### src/core/tcmc_defs.vh
// Purpose: Shared constants for the timer channel mode configuration block
// Assumes: Byte addresses on an 8-bit APB address
// Notes:   Offsets are word aligned; reserved bits read as zero unless stated
`ifndef TCMC_DEFS_VH
`define TCMC_DEFS_VH

// Register byte offsets
`define TCMC_OFF_MODE_BASE   8'h00
`define TCMC_OFF_IOCTL_BASE  8'h20
`define TCMC_OFF_START       8'h40
`define TCMC_OFF_PSC5        8'h44

// Address decode results
`define TCMC_KIND_NONE       3'h0
`define TCMC_KIND_MODE       3'h1
`define TCMC_KIND_IOCTL      3'h2
`define TCMC_KIND_START      3'h3
`define TCMC_KIND_PSC5       3'h4

// Counts and reset values
`define TCMC_NUM_CHAN        6
`define TCMC_NUM_IOCTL       8
`define TCMC_NUM_PIN         16
`define TCMC_MODE_RESET      6'h00
`define TCMC_MODE_FIXED_HI   2'h3
`define TCMC_IOCTL_RESET     8'h00
`define TCMC_START_RESET     6'h00
`define TCMC_PSC_RESET       3'h0

// Mode field bit positions
`define TCMC_BIT_BUF_B       5
`define TCMC_BIT_BUF_A       4

// Mode field encodings
`define TCMC_MD_NORMAL       4'h0
`define TCMC_MD_PWM1         4'h2
`define TCMC_MD_PWM2         4'h3

// Channel 5 prescale select codes
`define TCMC_PSC_DIV1        3'h0
`define TCMC_PSC_DIV4        3'h1
`define TCMC_PSC_DIV16       3'h2
`define TCMC_PSC_DIV64       3'h3
`define TCMC_PSC_EXT_A       3'h4
`define TCMC_PSC_EXT_C       3'h5
`define TCMC_PSC_DIV256      3'h6
`define TCMC_PSC_EXT_D       3'h7

// I/O control nibble encodings
`define TCMC_IO_OFF          2'h0
`define TCMC_IO_LOW          2'h1
`define TCMC_IO_HIGH         2'h2
`define TCMC_IO_TOGGLE       2'h3

`endif

### src/core/tcmc_clksel.v
// Purpose: Channel 5 count clock selection and prescaling
// Assumes: External count clocks are asynchronous pins
// Notes:   Tick is a one-cycle pulse on CLK_I; held low in phase counting
`include "tcmc_defs.vh"

module tcmc_clksel #(
  parameter PRE_W = 8
) (
  // Clock and reset
  input  wire       clk_i,
  input  wire       rstn_i,
  // Control
  input  wire [2:0] sel_i,
  input  wire       phase_mode_i,
  input  wire       run_i,
  // External count clock pins
  input  wire       ext_a_i,
  input  wire       ext_c_i,
  input  wire       ext_d_i,
  // Count tick
  output reg        tick_o
);

  reg [PRE_W-1:0] pre;
  reg [2:0]       sync1;
  reg [2:0]       sync2;
  reg [2:0]       sync3;
  reg             next_tick;
  wire [2:0]      ext_rise;

  // Second and third stages feed the edge detector
  assign ext_rise = sync2 & ~sync3;

  always @(posedge clk_i) begin
    if (!rstn_i) begin
      pre   <= {PRE_W{1'b0}};
      sync1 <= 3'h0;
      sync2 <= 3'h0;
      sync3 <= 3'h0;
      tick_o <= 1'b0;
    end else begin
      pre   <= pre + {{(PRE_W-1){1'b0}}, 1'b1};
      sync1 <= {ext_d_i, ext_c_i, ext_a_i};
      sync2 <= sync1;
      sync3 <= sync2;
      tick_o <= next_tick;
    end
  end

  always @* begin
    case (sel_i)
      `TCMC_PSC_DIV1:   next_tick = 1'b1;
      `TCMC_PSC_DIV4:   next_tick = &pre[1:0];
      `TCMC_PSC_DIV16:  next_tick = &pre[3:0];
      `TCMC_PSC_DIV64:  next_tick = &pre[5:0];
      `TCMC_PSC_EXT_A:  next_tick = ext_rise[0];
      `TCMC_PSC_EXT_C:  next_tick = ext_rise[1];
      `TCMC_PSC_DIV256: next_tick = &pre[7:0];
      `TCMC_PSC_EXT_D:  next_tick = ext_rise[2];
      default:          next_tick = 1'b0;
    endcase
    if (phase_mode_i || !run_i) begin
      next_tick = 1'b0;
    end
  end

endmodule

### src/core/tcmc_top.v
// Purpose: Mode, buffer pairing and I/O control registers of a six-channel timer
// Assumes: APB slave, zero wait states; compare and clear pulses are on CLK_I
// Notes:   Pin order ch0 A,B,C,D ch1 A,B ch2 A,B ch3 A,B,C,D ch4 A,B ch5 A,B
// Summary of operation
// - Channel 5 select: 000 /1, 001 /4, 010 /16, 011 /64, 100 A, 101 C, 110 /256, 111 D.
// - Channel 5 in phase counting mode ignores its prescale select.
// - Mode bits 7 and 6 read as one; writes to them are ignored.
// - Buffer B flag pairs B with D and suppresses D events.
// - Buffer A flag pairs A with C and suppresses C events.
// - Channels 1, 2, 4, 5 keep mode bits 5 and 4 read-only zero.
// - Both buffer flags clear after reset; A and B run unpaired.
// - Mode decode: 0 normal, 1 reserved, 2 PWM1, 3 PWM2, 4-7 phase.
// - Eight I/O control registers: two for channels 0 and 3, one otherwise.
// - Initial output level drives the pin while the run bit is zero.
// - In PWM mode 2 the initial level is driven at counter clear.
// - A buffering C or D register ignores its I/O control setting.
// - I/O control bits 7-4 set register B or D, bits 3-0 register A or C.
`include "tcmc_defs.vh"

module tcmc_top #(
  parameter NCH   = `TCMC_NUM_CHAN,
  parameter NIO   = `TCMC_NUM_IOCTL,
  parameter NPIN  = `TCMC_NUM_PIN,
  parameter PRE_W = 8
) (
  // Clock and reset
  input  wire            CLK_I,
  input  wire            RSTN_I,
  // APB slave
  input  wire            PSEL_I,
  input  wire            PENABLE_I,
  input  wire            PWRITE_I,
  input  wire [7:0]      PADDR_I,
  input  wire [31:0]     PWDATA_I,
  output reg  [31:0]     PRDATA_O,
  output wire            PREADY_O,
  output reg             PSLVERR_O,
  // External count clock pins
  input  wire            EXT_CLK_A_I,
  input  wire            EXT_CLK_C_I,
  input  wire            EXT_CLK_D_I,
  // Timer core events
  input  wire [NPIN-1:0] COMPARE_MATCH_I,
  input  wire [NCH-1:0]  COUNTER_CLEAR_I,
  // Channel state
  output wire            CH5_COUNT_TICK_O,
  output reg  [NCH-1:0]  COUNTER_RUN_O,
  output reg  [NCH-1:0]  MODE_NORMAL_O,
  output reg  [NCH-1:0]  MODE_PWM1_O,
  output reg  [NCH-1:0]  MODE_PWM2_O,
  output reg  [NCH-1:0]  MODE_PHASE_O,
  output reg  [NCH-1:0]  MODE_UNDEF_O,
  output reg  [1:0]      BUF_PAIR_A_O,
  output reg  [1:0]      BUF_PAIR_B_O,
  output reg  [NPIN-1:0] CAPTURE_EN_O,
  // Timer pins
  output reg  [NPIN-1:0] TIO_O,
  output reg  [NPIN-1:0] TIO_OE_O
);

  // Register storage
  reg  [5:0]     chan_mode_reg [0:NCH-1];
  reg  [7:0]     io_ctrl_reg   [0:NIO-1];
  reg  [NCH-1:0] run_reg;
  reg  [2:0]     psc5_reg;
  reg  [NPIN-1:0] pin_level;
  wire [NPIN-1:0] next_level;
  wire [NPIN-1:0] next_oe;
  wire [NPIN-1:0] next_cap;
  reg  [31:0]    next_rdata;
  reg  [2:0]     rd_kind;
  reg  [2:0]     wr_kind;
  wire [2:0]     idx;
  wire           setup;
  wire           wr_access;
  wire [1:0]     bfa;
  wire [1:0]     bfb;
  wire           ch5_phase;
  integer        i;
  integer        j;

  // Base offsets held as parameters so their upper bits can be sliced
  localparam [7:0] MODE_BASE  = `TCMC_OFF_MODE_BASE;
  localparam [7:0] IOCTL_BASE = `TCMC_OFF_IOCTL_BASE;

  // Decode address into register kind
  function [2:0] addr_kind;
    input [7:0] a;
    begin
      addr_kind = `TCMC_KIND_NONE;
      if (a[1:0] == 2'h0) begin
        if (a[7:5] == MODE_BASE[7:5] && a[4:2] < NCH)
          addr_kind = `TCMC_KIND_MODE;
        else if (a[7:5] == IOCTL_BASE[7:5])
          addr_kind = `TCMC_KIND_IOCTL;
        else if (a == `TCMC_OFF_START)
          addr_kind = `TCMC_KIND_START;
        else if (a == `TCMC_OFF_PSC5)
          addr_kind = `TCMC_KIND_PSC5;
      end
    end
  endfunction

  // Channels with C and D registers
  function has_cd;
    input integer ch;
    begin
      has_cd = (ch == 0) || (ch == 3);
    end
  endfunction

  // Channel owning a pin nibble
  function integer nib_chan;
    input integer k;
    begin
      if (k < 4)
        nib_chan = 0;
      else if (k < 8)
        nib_chan = (k - 4) / 2 + 1;
      else if (k < 12)
        nib_chan = 3;
      else
        nib_chan = (k - 12) / 2 + 4;
    end
  endfunction

  // Pin nibble acting as a buffer register
  function nib_buf;
    input integer k;
    input [1:0]   fa;
    input [1:0]   fb;
    begin
      case (k)
        2:       nib_buf = fa[0];
        3:       nib_buf = fb[0];
        10:      nib_buf = fa[1];
        11:      nib_buf = fb[1];
        default: nib_buf = 1'b0;
      endcase
    end
  endfunction

  // Phase counting codes 0100 to 0111
  function is_phase;
    input [3:0] md;
    begin
      is_phase = (md[3:2] == 2'h1);
    end
  endfunction

  // PWM mode 2 code
  function is_pwm2;
    input [3:0] md;
    begin
      is_pwm2 = (md == `TCMC_MD_PWM2);
    end
  endfunction

  // Reserved code 0001 or bit 3 set
  function is_undef;
    input [3:0] md;
    begin
      is_undef = md[3] || (md == 4'h1);
    end
  endfunction

  assign idx       = PADDR_I[4:2];
  assign setup     = PSEL_I && !PENABLE_I;
  assign wr_access = PSEL_I && PENABLE_I && PWRITE_I;
  // Zero wait states keeps the master simple
  assign PREADY_O  = 1'b1;

  // Only channels 0 and 3 can pair; the others keep the flags at zero
  assign bfa = {chan_mode_reg[3][`TCMC_BIT_BUF_A], chan_mode_reg[0][`TCMC_BIT_BUF_A]};
  assign bfb = {chan_mode_reg[3][`TCMC_BIT_BUF_B], chan_mode_reg[0][`TCMC_BIT_BUF_B]};

  // Channel 5 phase counting gates its prescaler
  assign ch5_phase = is_phase(chan_mode_reg[5][3:0]);

  always @* begin
    rd_kind = addr_kind(PADDR_I);
    wr_kind = addr_kind(PADDR_I);
    next_rdata = 32'h0000_0000;
    case (rd_kind)
      `TCMC_KIND_MODE: begin
        next_rdata = {24'h00_0000, `TCMC_MODE_FIXED_HI, chan_mode_reg[idx]};
      end
      `TCMC_KIND_IOCTL: begin
        next_rdata = {24'h00_0000, io_ctrl_reg[idx]};
      end
      `TCMC_KIND_START: begin
        next_rdata = {26'h000_0000, run_reg};
      end
      `TCMC_KIND_PSC5: begin
        next_rdata = {29'h0000_0000, psc5_reg};
      end
      default: begin
        next_rdata = 32'h0000_0000;
      end
    endcase
  end

  // Read data and error captured in the setup cycle
  // So both stand unchanged through the access phase
  always @(posedge CLK_I) begin
    if (!RSTN_I) begin
      PRDATA_O  <= 32'h0000_0000;
      PSLVERR_O <= 1'b0;
    end else if (setup) begin
      PRDATA_O  <= next_rdata;
      PSLVERR_O <= (rd_kind == `TCMC_KIND_NONE);
    end
  end

  // Register writes
  always @(posedge CLK_I) begin
    if (!RSTN_I) begin
      for (i = 0; i < NCH; i = i + 1) begin
        chan_mode_reg[i] <= `TCMC_MODE_RESET;
      end
      for (i = 0; i < NIO; i = i + 1) begin
        io_ctrl_reg[i] <= `TCMC_IOCTL_RESET;
      end
      run_reg  <= `TCMC_START_RESET;
      psc5_reg <= `TCMC_PSC_RESET;
    end else if (wr_access) begin
      case (wr_kind)
        `TCMC_KIND_MODE: begin
          // Buffer bits fixed without C and D
          if (has_cd(idx))
            chan_mode_reg[idx] <= PWDATA_I[5:0];
          else
            chan_mode_reg[idx] <= {2'h0, PWDATA_I[3:0]};
        end
        `TCMC_KIND_IOCTL: begin
          io_ctrl_reg[idx] <= PWDATA_I[7:0];
        end
        `TCMC_KIND_START: begin
          run_reg <= PWDATA_I[NCH-1:0];
        end
        `TCMC_KIND_PSC5: begin
          psc5_reg <= PWDATA_I[2:0];
        end
        default: begin
          run_reg <= run_reg;
        end
      endcase
    end
  end

  // Per-pin control; nibble k lives in register k/2
  genvar k;
  generate
    for (k = 0; k < NPIN; k = k + 1) begin : g_pin
      // Odd nibbles are B or D, even are A or C
      wire [3:0] io = io_ctrl_reg[k / 2][(k % 2) * 4 +: 4];
      wire       ch_run = run_reg[nib_chan(k)];
      wire       pwm2 = is_pwm2(chan_mode_reg[nib_chan(k)][3:0]);
      wire       bufd = nib_buf(k, bfa, bfb);
      wire       is_out = !io[3] && (io[1:0] != `TCMC_IO_OFF) && !bufd;
      reg        lvl;
      always @* begin
        lvl = pin_level[k];
        if (!ch_run)
          lvl = io[2];
        // PWM mode 2 restarts at clear
        else if (pwm2 && COUNTER_CLEAR_I[nib_chan(k)])
          lvl = io[2];
        else if (is_out && COMPARE_MATCH_I[k]) begin
          case (io[1:0])
            `TCMC_IO_LOW:    lvl = 1'b0;
            `TCMC_IO_HIGH:   lvl = 1'b1;
            `TCMC_IO_TOGGLE: lvl = ~pin_level[k];
            default:         lvl = pin_level[k];
          endcase
        end
      end
      assign next_level[k] = lvl;
      assign next_oe[k]    = is_out;
      assign next_cap[k]   = io[3] && !bufd;
    end
  endgenerate

  // Registered state outputs
  always @(posedge CLK_I) begin
    if (!RSTN_I) begin
      pin_level     <= {NPIN{1'b0}};
      TIO_O         <= {NPIN{1'b0}};
      TIO_OE_O      <= {NPIN{1'b0}};
      CAPTURE_EN_O  <= {NPIN{1'b0}};
      COUNTER_RUN_O <= {NCH{1'b0}};
      MODE_NORMAL_O <= {NCH{1'b0}};
      MODE_PWM1_O   <= {NCH{1'b0}};
      MODE_PWM2_O   <= {NCH{1'b0}};
      MODE_PHASE_O  <= {NCH{1'b0}};
      MODE_UNDEF_O  <= {NCH{1'b0}};
      BUF_PAIR_A_O  <= 2'h0;
      BUF_PAIR_B_O  <= 2'h0;
    end else begin
      pin_level     <= next_level;
      TIO_O         <= next_level;
      TIO_OE_O      <= next_oe;
      CAPTURE_EN_O  <= next_cap;
      COUNTER_RUN_O <= run_reg;
      // Pairing reported for channels 0 and 3
      BUF_PAIR_A_O  <= bfa;
      BUF_PAIR_B_O  <= bfb;
      for (j = 0; j < NCH; j = j + 1) begin
        MODE_NORMAL_O[j] <= (chan_mode_reg[j][3:0] == `TCMC_MD_NORMAL);
        MODE_PWM1_O[j]   <= (chan_mode_reg[j][3:0] == `TCMC_MD_PWM1);
        MODE_PWM2_O[j]   <= is_pwm2(chan_mode_reg[j][3:0]);
        MODE_PHASE_O[j]  <= is_phase(chan_mode_reg[j][3:0]);
        // Reserved code 0001 and bit 3 set have no mode
        MODE_UNDEF_O[j]  <= is_undef(chan_mode_reg[j][3:0]);
      end
    end
  end

  tcmc_clksel #(
    .PRE_W        (PRE_W)
  ) u_clksel (
    .clk_i        (CLK_I),
    .rstn_i       (RSTN_I),
    .sel_i        (psc5_reg),
    .phase_mode_i (ch5_phase),
    .run_i        (run_reg[5]),
    .ext_a_i      (EXT_CLK_A_I),
    .ext_c_i      (EXT_CLK_C_I),
    .ext_d_i      (EXT_CLK_D_I),
    .tick_o       (CH5_COUNT_TICK_O)
  );

endmodule

### config.mk
export PLATFORM = sky130hd
export DESIGN_NAME = tcmc_top
export DESIGN_NICKNAME = d
export VERILOG_FILES = /design/src/core/tcmc_clksel.v /design/src/core/tcmc_top.v
export VERILOG_INCLUDE_DIRS = /design/src /design/src/core
export SDC_FILE = /design/constraint.sdc
export NUM_CORES = 1
export LEC_CHECK = 0
export BUFFER_PORTS_ARGS = -buffer_cell sky130_fd_sc_hd__buf_4
export CAP_MARGIN = 10
export CORE_ASPECT_RATIO = 0.7
export CORE_UTILIZATION = 60
export CTS_CLUSTER_SIZE = 20
export DETAILED_ROUTE_END_ITERATION = 12
export GPL_TIMING_DRIVEN = 0
export PLACE_DENSITY = 0.93
export SYNTH_ARGS = -nofsm -noshare
export SYNTH_HDL_FRONTEND = slang
export SYNTH_SLANG_ARGS = --single-unit
### constraint.sdc
create_clock -name CLK_I -period 3.5 [get_ports CLK_I]
set_input_delay 0.7 -clock CLK_I [delete_from_list [all_inputs] [get_ports CLK_I]]
set_output_delay 0.7 -clock CLK_I [all_outputs]
set_load 0.01 [all_outputs]
Word level (Yosys, flattened, before mapping). Memory sizes are Yosys's and may differ from the RTL's. Cells that the tools add are included. W data, S select, Z words.

Bitwise operators: 20. Add/subtract/negate cells: 1. Reduce and logical (&&, ||, !) cells: 132. Multiplexer cells: 93. Equal/unequal tests: 119. $lt $le $gt $ge: 1.

Operators by type and width (number): $ne A5 B1 Y1 const B (16); $mux W1 (65); $eq A2 B2 Y1 const B (32); $logic_and A1 B1 Y1 (50); $eq A4 B2 Y1 const B (12); $ne A3 B1 Y1 const B (16); $pmux W1 S3 (16); $eq A2 B1 Y1 const B (22); $reduce_and A2 Y1 (19); $pmux W8 S4 (1); $reduce_bool A2 Y1 (16); $eq A4 B1 Y1 const B (6); $logic_not A4 Y1 (6); $logic_not A1 Y1 (22); $mux W3 (7); $eq A3 B3 Y1 const B (6); $not A1 Y1 (17); $eq A8 B7 Y1 const B (2); $eq A3 B2 Y1 const B (4); $logic_not A3 Y1 (4); $mux W6 (2); $eq A3 B1 Y1 const B (3); $add A8 B1 Y8 const B (1); $logic_or A1 B1 Y1 (8); 13 further kinds (13).

Register bits: 148. Memory bits (writable): 100. Memories: 2. Logic and storage cells: 403. Input bits: 70. Output and inout bits: 123.

Memories: io_ctrl_reg (words 8, width 8, rd ports 9, clocked after memory_dff 0, wr ports 8, line tcmc_top.v:63) `reg [7:0] io_ctrl_reg [0:NIO-1];`; chan_mode_reg (words 6, width 6, rd ports 7, clocked after memory_dff 0, wr ports 6, line tcmc_top.v:62) `reg [5:0] chan_mode_reg [0:NCH-1];`.

Logic depth before layout (Yosys ltp).
Depth in word-level cells: 14. Mapped depth: 7. Gate-level depth less buffers: 6.

By module. From an unflattened synthesis, not the netlist that was laid out.

Cells, all modules: 892. Area, all modules: 10060.9 um^2.

By module, submodules not included: tcmc_top (times used 1, cells an instance 827, seq. area each 5124.9 um^2, area an instance 9392.8 um^2); tcmc_clksel (times used 1, cells an instance 65, seq. area each 360.3 um^2, area an instance 668.1 um^2).

Worst setup path before layout. Ideal clock, no wire load.

Kind: input port to flip-flop. From: input PADDR_I[7]. To: memory chan_mode_reg[5][0], enable pin. Cell stages on the path: 2. Data required time: 3.111 ns. Buffers on the path: 0. Arrival time: 2.155 ns. Path slack: 0.957 ns. Library setup time: 0.389 ns. Cells stage by stage: or4_1 -> o41ai_1.

RTL lines: start: declaration (line tcmc_top.v:33) `input wire [7:0] PADDR_I,`; end: declaration (line tcmc_top.v:62).

==> results.yml <==
clock_network:
  cts-root-buf: "clkbuf_16"
  cts_buffers: 21
  post-cts-setup-buffers: 0
  clockBufferDepth: 3
  clk_latency_ps: 510
  postCtsHoldBufs: 0
  cts_tree: "built"
  post_cts_resize_count: 0
  cts_sinks: 224
  htreeDepth: 1
  clk_pin_slew_ps: 60
die:
  fp-row-count: 39
  die_area_um2: 17400
  dieHeight_um: 111
  start_util_pct: 61.8
  fp.dieW_um: 157
  design.core.area_um2: 16400
  ioPinCount: 193
timing:
  setup-violations-final: 0
  worst_slew_pin_slew_ps: 833
  fin_crit_ps: 2660
  skew_ps: 10.7
  max_freq_mhz: 376
  finalHoldViolations: 0
  slew_violations: 0
  relSlewSlack_pct: 44.5
  worst_hold_slack_ps: 411
  rsz0062_at_grt: "false"
  fin_crit_sh_pct: 75.9
  setup_tns_ps: 0
worst_setup_path:
  cp_top_family: "simple AND/OR/NAND/NOR gates"
  cp_slowest_cell: "nor3_2"
  worst_ep_required_time_ps: 3650
  crit_type: "input pin to register"
  critical_path_arrival_ps: 2810
  cpMostUsedCell: "buf_4"
  critical_path.max_stage_delay_ps: 470
  crit_fanout: 10
  cp_num_buf_inv: 4
  worstPathCellList: "buf_4, buf_4, buf_4, buf_4, nand2_1, nor3_2, nand2b_1"
  cp-end-kind: "register"
  cp-start-kind: "input pin"
place:
  gp_congestion: 0.962
  io_buffers: 143
  dp_hpwl_um: 20600
  placed_cell_area_um2: 11600
  dp.cells: 1306
detailed_routing:
  firstDrtPassIters: 6
  vias: 7969
  wire_per_inst_um: 21.2
  postRouteAntennaNets: 0
  viasPerCell: 5.92
  drc_errors: 0
  wirelength_um: 28500
  drtIter0Drc: 847
synth:
  synth_edf_count: 100
  synthArstFlopShare_pct: 0
  synth_compound_area_share_pct: 7.47
  synth-warning-count: 0
  synthMuxAreaShare_pct: 7.19
  synth-simple-area-share_pct: 21.3
  avgSynthCellArea_um2: 11.2
  syn_inst: 908
  ys_ff_latch: 224
  ys.flop_type: "dfxtp_1"
  syn_area_um2: 10100
  synthAdderAreaFrac_pct: 4.20
  seq_area_frac_synth_pct: 54.1
  synth_top_family_by_area: "simple AND/OR/NAND/NOR gates"
  synth_cell_types: 53
  synth_xor_area_share_pct: 0.519
status:
  status: "completed"
finish:
  stdcell_count: 1345
  largest_reg_flops: 64
  nNetsFinal: 1208
  seqCellArea_um2: 5490
  syn2layout_area_growth_pct: 21.0
  drive_gt1_share_pct: 22.3
  fillers: 1122
  fin_area_um2: 12300
  multi_input_area_um2: 4240
global_route:
  gr-total-overflow: 0
  grt_pass1_wl_um: 43100
  grt_pass1_vias: 7746
  antenna_found_initial: 0
  track_usage_pct: 33.2
  grt_max_degree: 16
pwr:
  p_per_area_nw_per_um2: 467
  p_leak_nw: 5.06
  ir_drop_mv: 0.472
job:
  cap_violations: 0
min_path:
  hold_path_class: "input pin to register"
## kinds of logic after synthesis
kind of cell             after synthesis
AND/OR/NAND/NOR                      372
buffers and inverters                106
flip-flops                           224
multiplexers                          52
XOR/XNOR                               6
AO/OA/AOI/OAI                        112
adder cells (fa/ha/maj)               34
other                                  2
## metrics by stage
| stage | util [%] | worst slack, ps | total power (W) |
|---|---|---|---|
| 2_1_floorplan | - | 957 | 0.00327 |
| 3_3_place_gp | 70.7 | 318 | 0.00351 |
| 3_5_place_dp | 70.7 | 399 | 0.00353 |
| 4_1_cts | 74.8 | 914 | 0.00571 |
| 5_1_grt | 74.8 | 746 | 0.00589 |
| 6_report | 74.8 | 842 | 0.00573 |
## power breakdown
part           total [W]  leakage, nW  switching [W]  internal, W
Combinational   0.000560         2.76       0.000316     0.000244
Sequential       0.00294         1.97      0.0000960      0.00284
Clock            0.00223        0.332       0.000976      0.00125
Total            0.00573         5.06        0.00139      0.00434
## final cells by class
class / instances / share of cell area [%]
diodes: 1 / 0.0204
plain buffers: 65 / 2.94
clock buffers: 28 / 4.75
clock inverters: 10 / 0.633
inverters: 41 / 1.25
multi-input cells: 607 / 34.6
flip-flops and latches: 224 / 44.7
well taps: 225 / 2.30
repair buffers: 144 / 8.79
## cells in the mapped netlist (28+ instances only)
| library cell | count | area [µm²] |
|---|---|---|
| nand2b_1 | 35 | 219 |
| nor2_1 | 82 | 308 |
| buf_4 | 29 | 218 |
| nor3_1 | 30 | 150 |
| edfxtp_1 | 100 | 3000 |
| dfxtp_1 | 124 | 2480 |
| o21ai_0 | 32 | 160 |
| inv_1 | 40 | 150 |
| mux2i_1 | 30 | 300 |
| and2_1 | 111 | 694 |
| clkbuf_1 | 28 | 105 |
| ha_1 | 34 | 425 |
## final timing paths
check,slack (ps),to,cells after the start,startpoint
max,840,io_ctrl_reg[7][1]$_SDFFCE_PN0P_,7,PADDR_I[2]
min,410,u_clksel.sync1[0]$_SDFF_PN0_,2,EXT_CLK_A_I
max reg2reg,1490,pin_level[2]$_SDFFE_PN0P_,6,io_ctrl_reg[1][0]$_SDFFCE_PN0P_
min reg2reg,440,u_clksel.sync2[0]$_SDFF_PN0_,1,u_clksel.sync1[0]$_SDFF_PN0_
## placed cells by master (no fill, tap or decap), types with 8 or more instances in the layout
| cell type | Yosys | final |
|---|---|---|
| buf_4 | 29 | 172 |
| dfxtp_1 | 124 | 124 |
| and2_1 | 111 | 111 |
| edfxtp_1 | 100 | 100 |
| nor2_1 | 82 | 82 |
| inv_1 | 40 | 40 |
| nand2b_1 | 35 | 35 |
| ha_1 | 34 | 34 |
| clkbuf_1 | 28 | 33 |
| o21ai_0 | 32 | 32 |
| conb_1 | 2 | 31 |
| nor3_1 | 30 | 30 |
| mux2i_1 | 30 | 30 |
| nor4_1 | 25 | 25 |
| clkbuf_16 | 0 | 22 |
| nand2_1 | 19 | 19 |
| mux4_2 | 16 | 16 |
| a21oi_1 | 15 | 15 |
| a311oi_1 | 11 | 11 |
| o31a_1 | 10 | 10 |
| nor2b_1 | 9 | 9 |
| a22oi_1 | 9 | 9 |
| a21o_1 | 8 | 8 |
| nor3b_1 | 8 | 8 |
## routing by layer
layer  vias to the layer above  global-route usage [%]  routed length, µm
li1                       3582                       -                  -
met1                      3809                    45.8              11200
met2                       504                    50.6              12700
met3                        74                    9.27               3670
met4                         0                    11.3                896
met5                         -                       0                  0
Power figures use the tool's default switching activity.
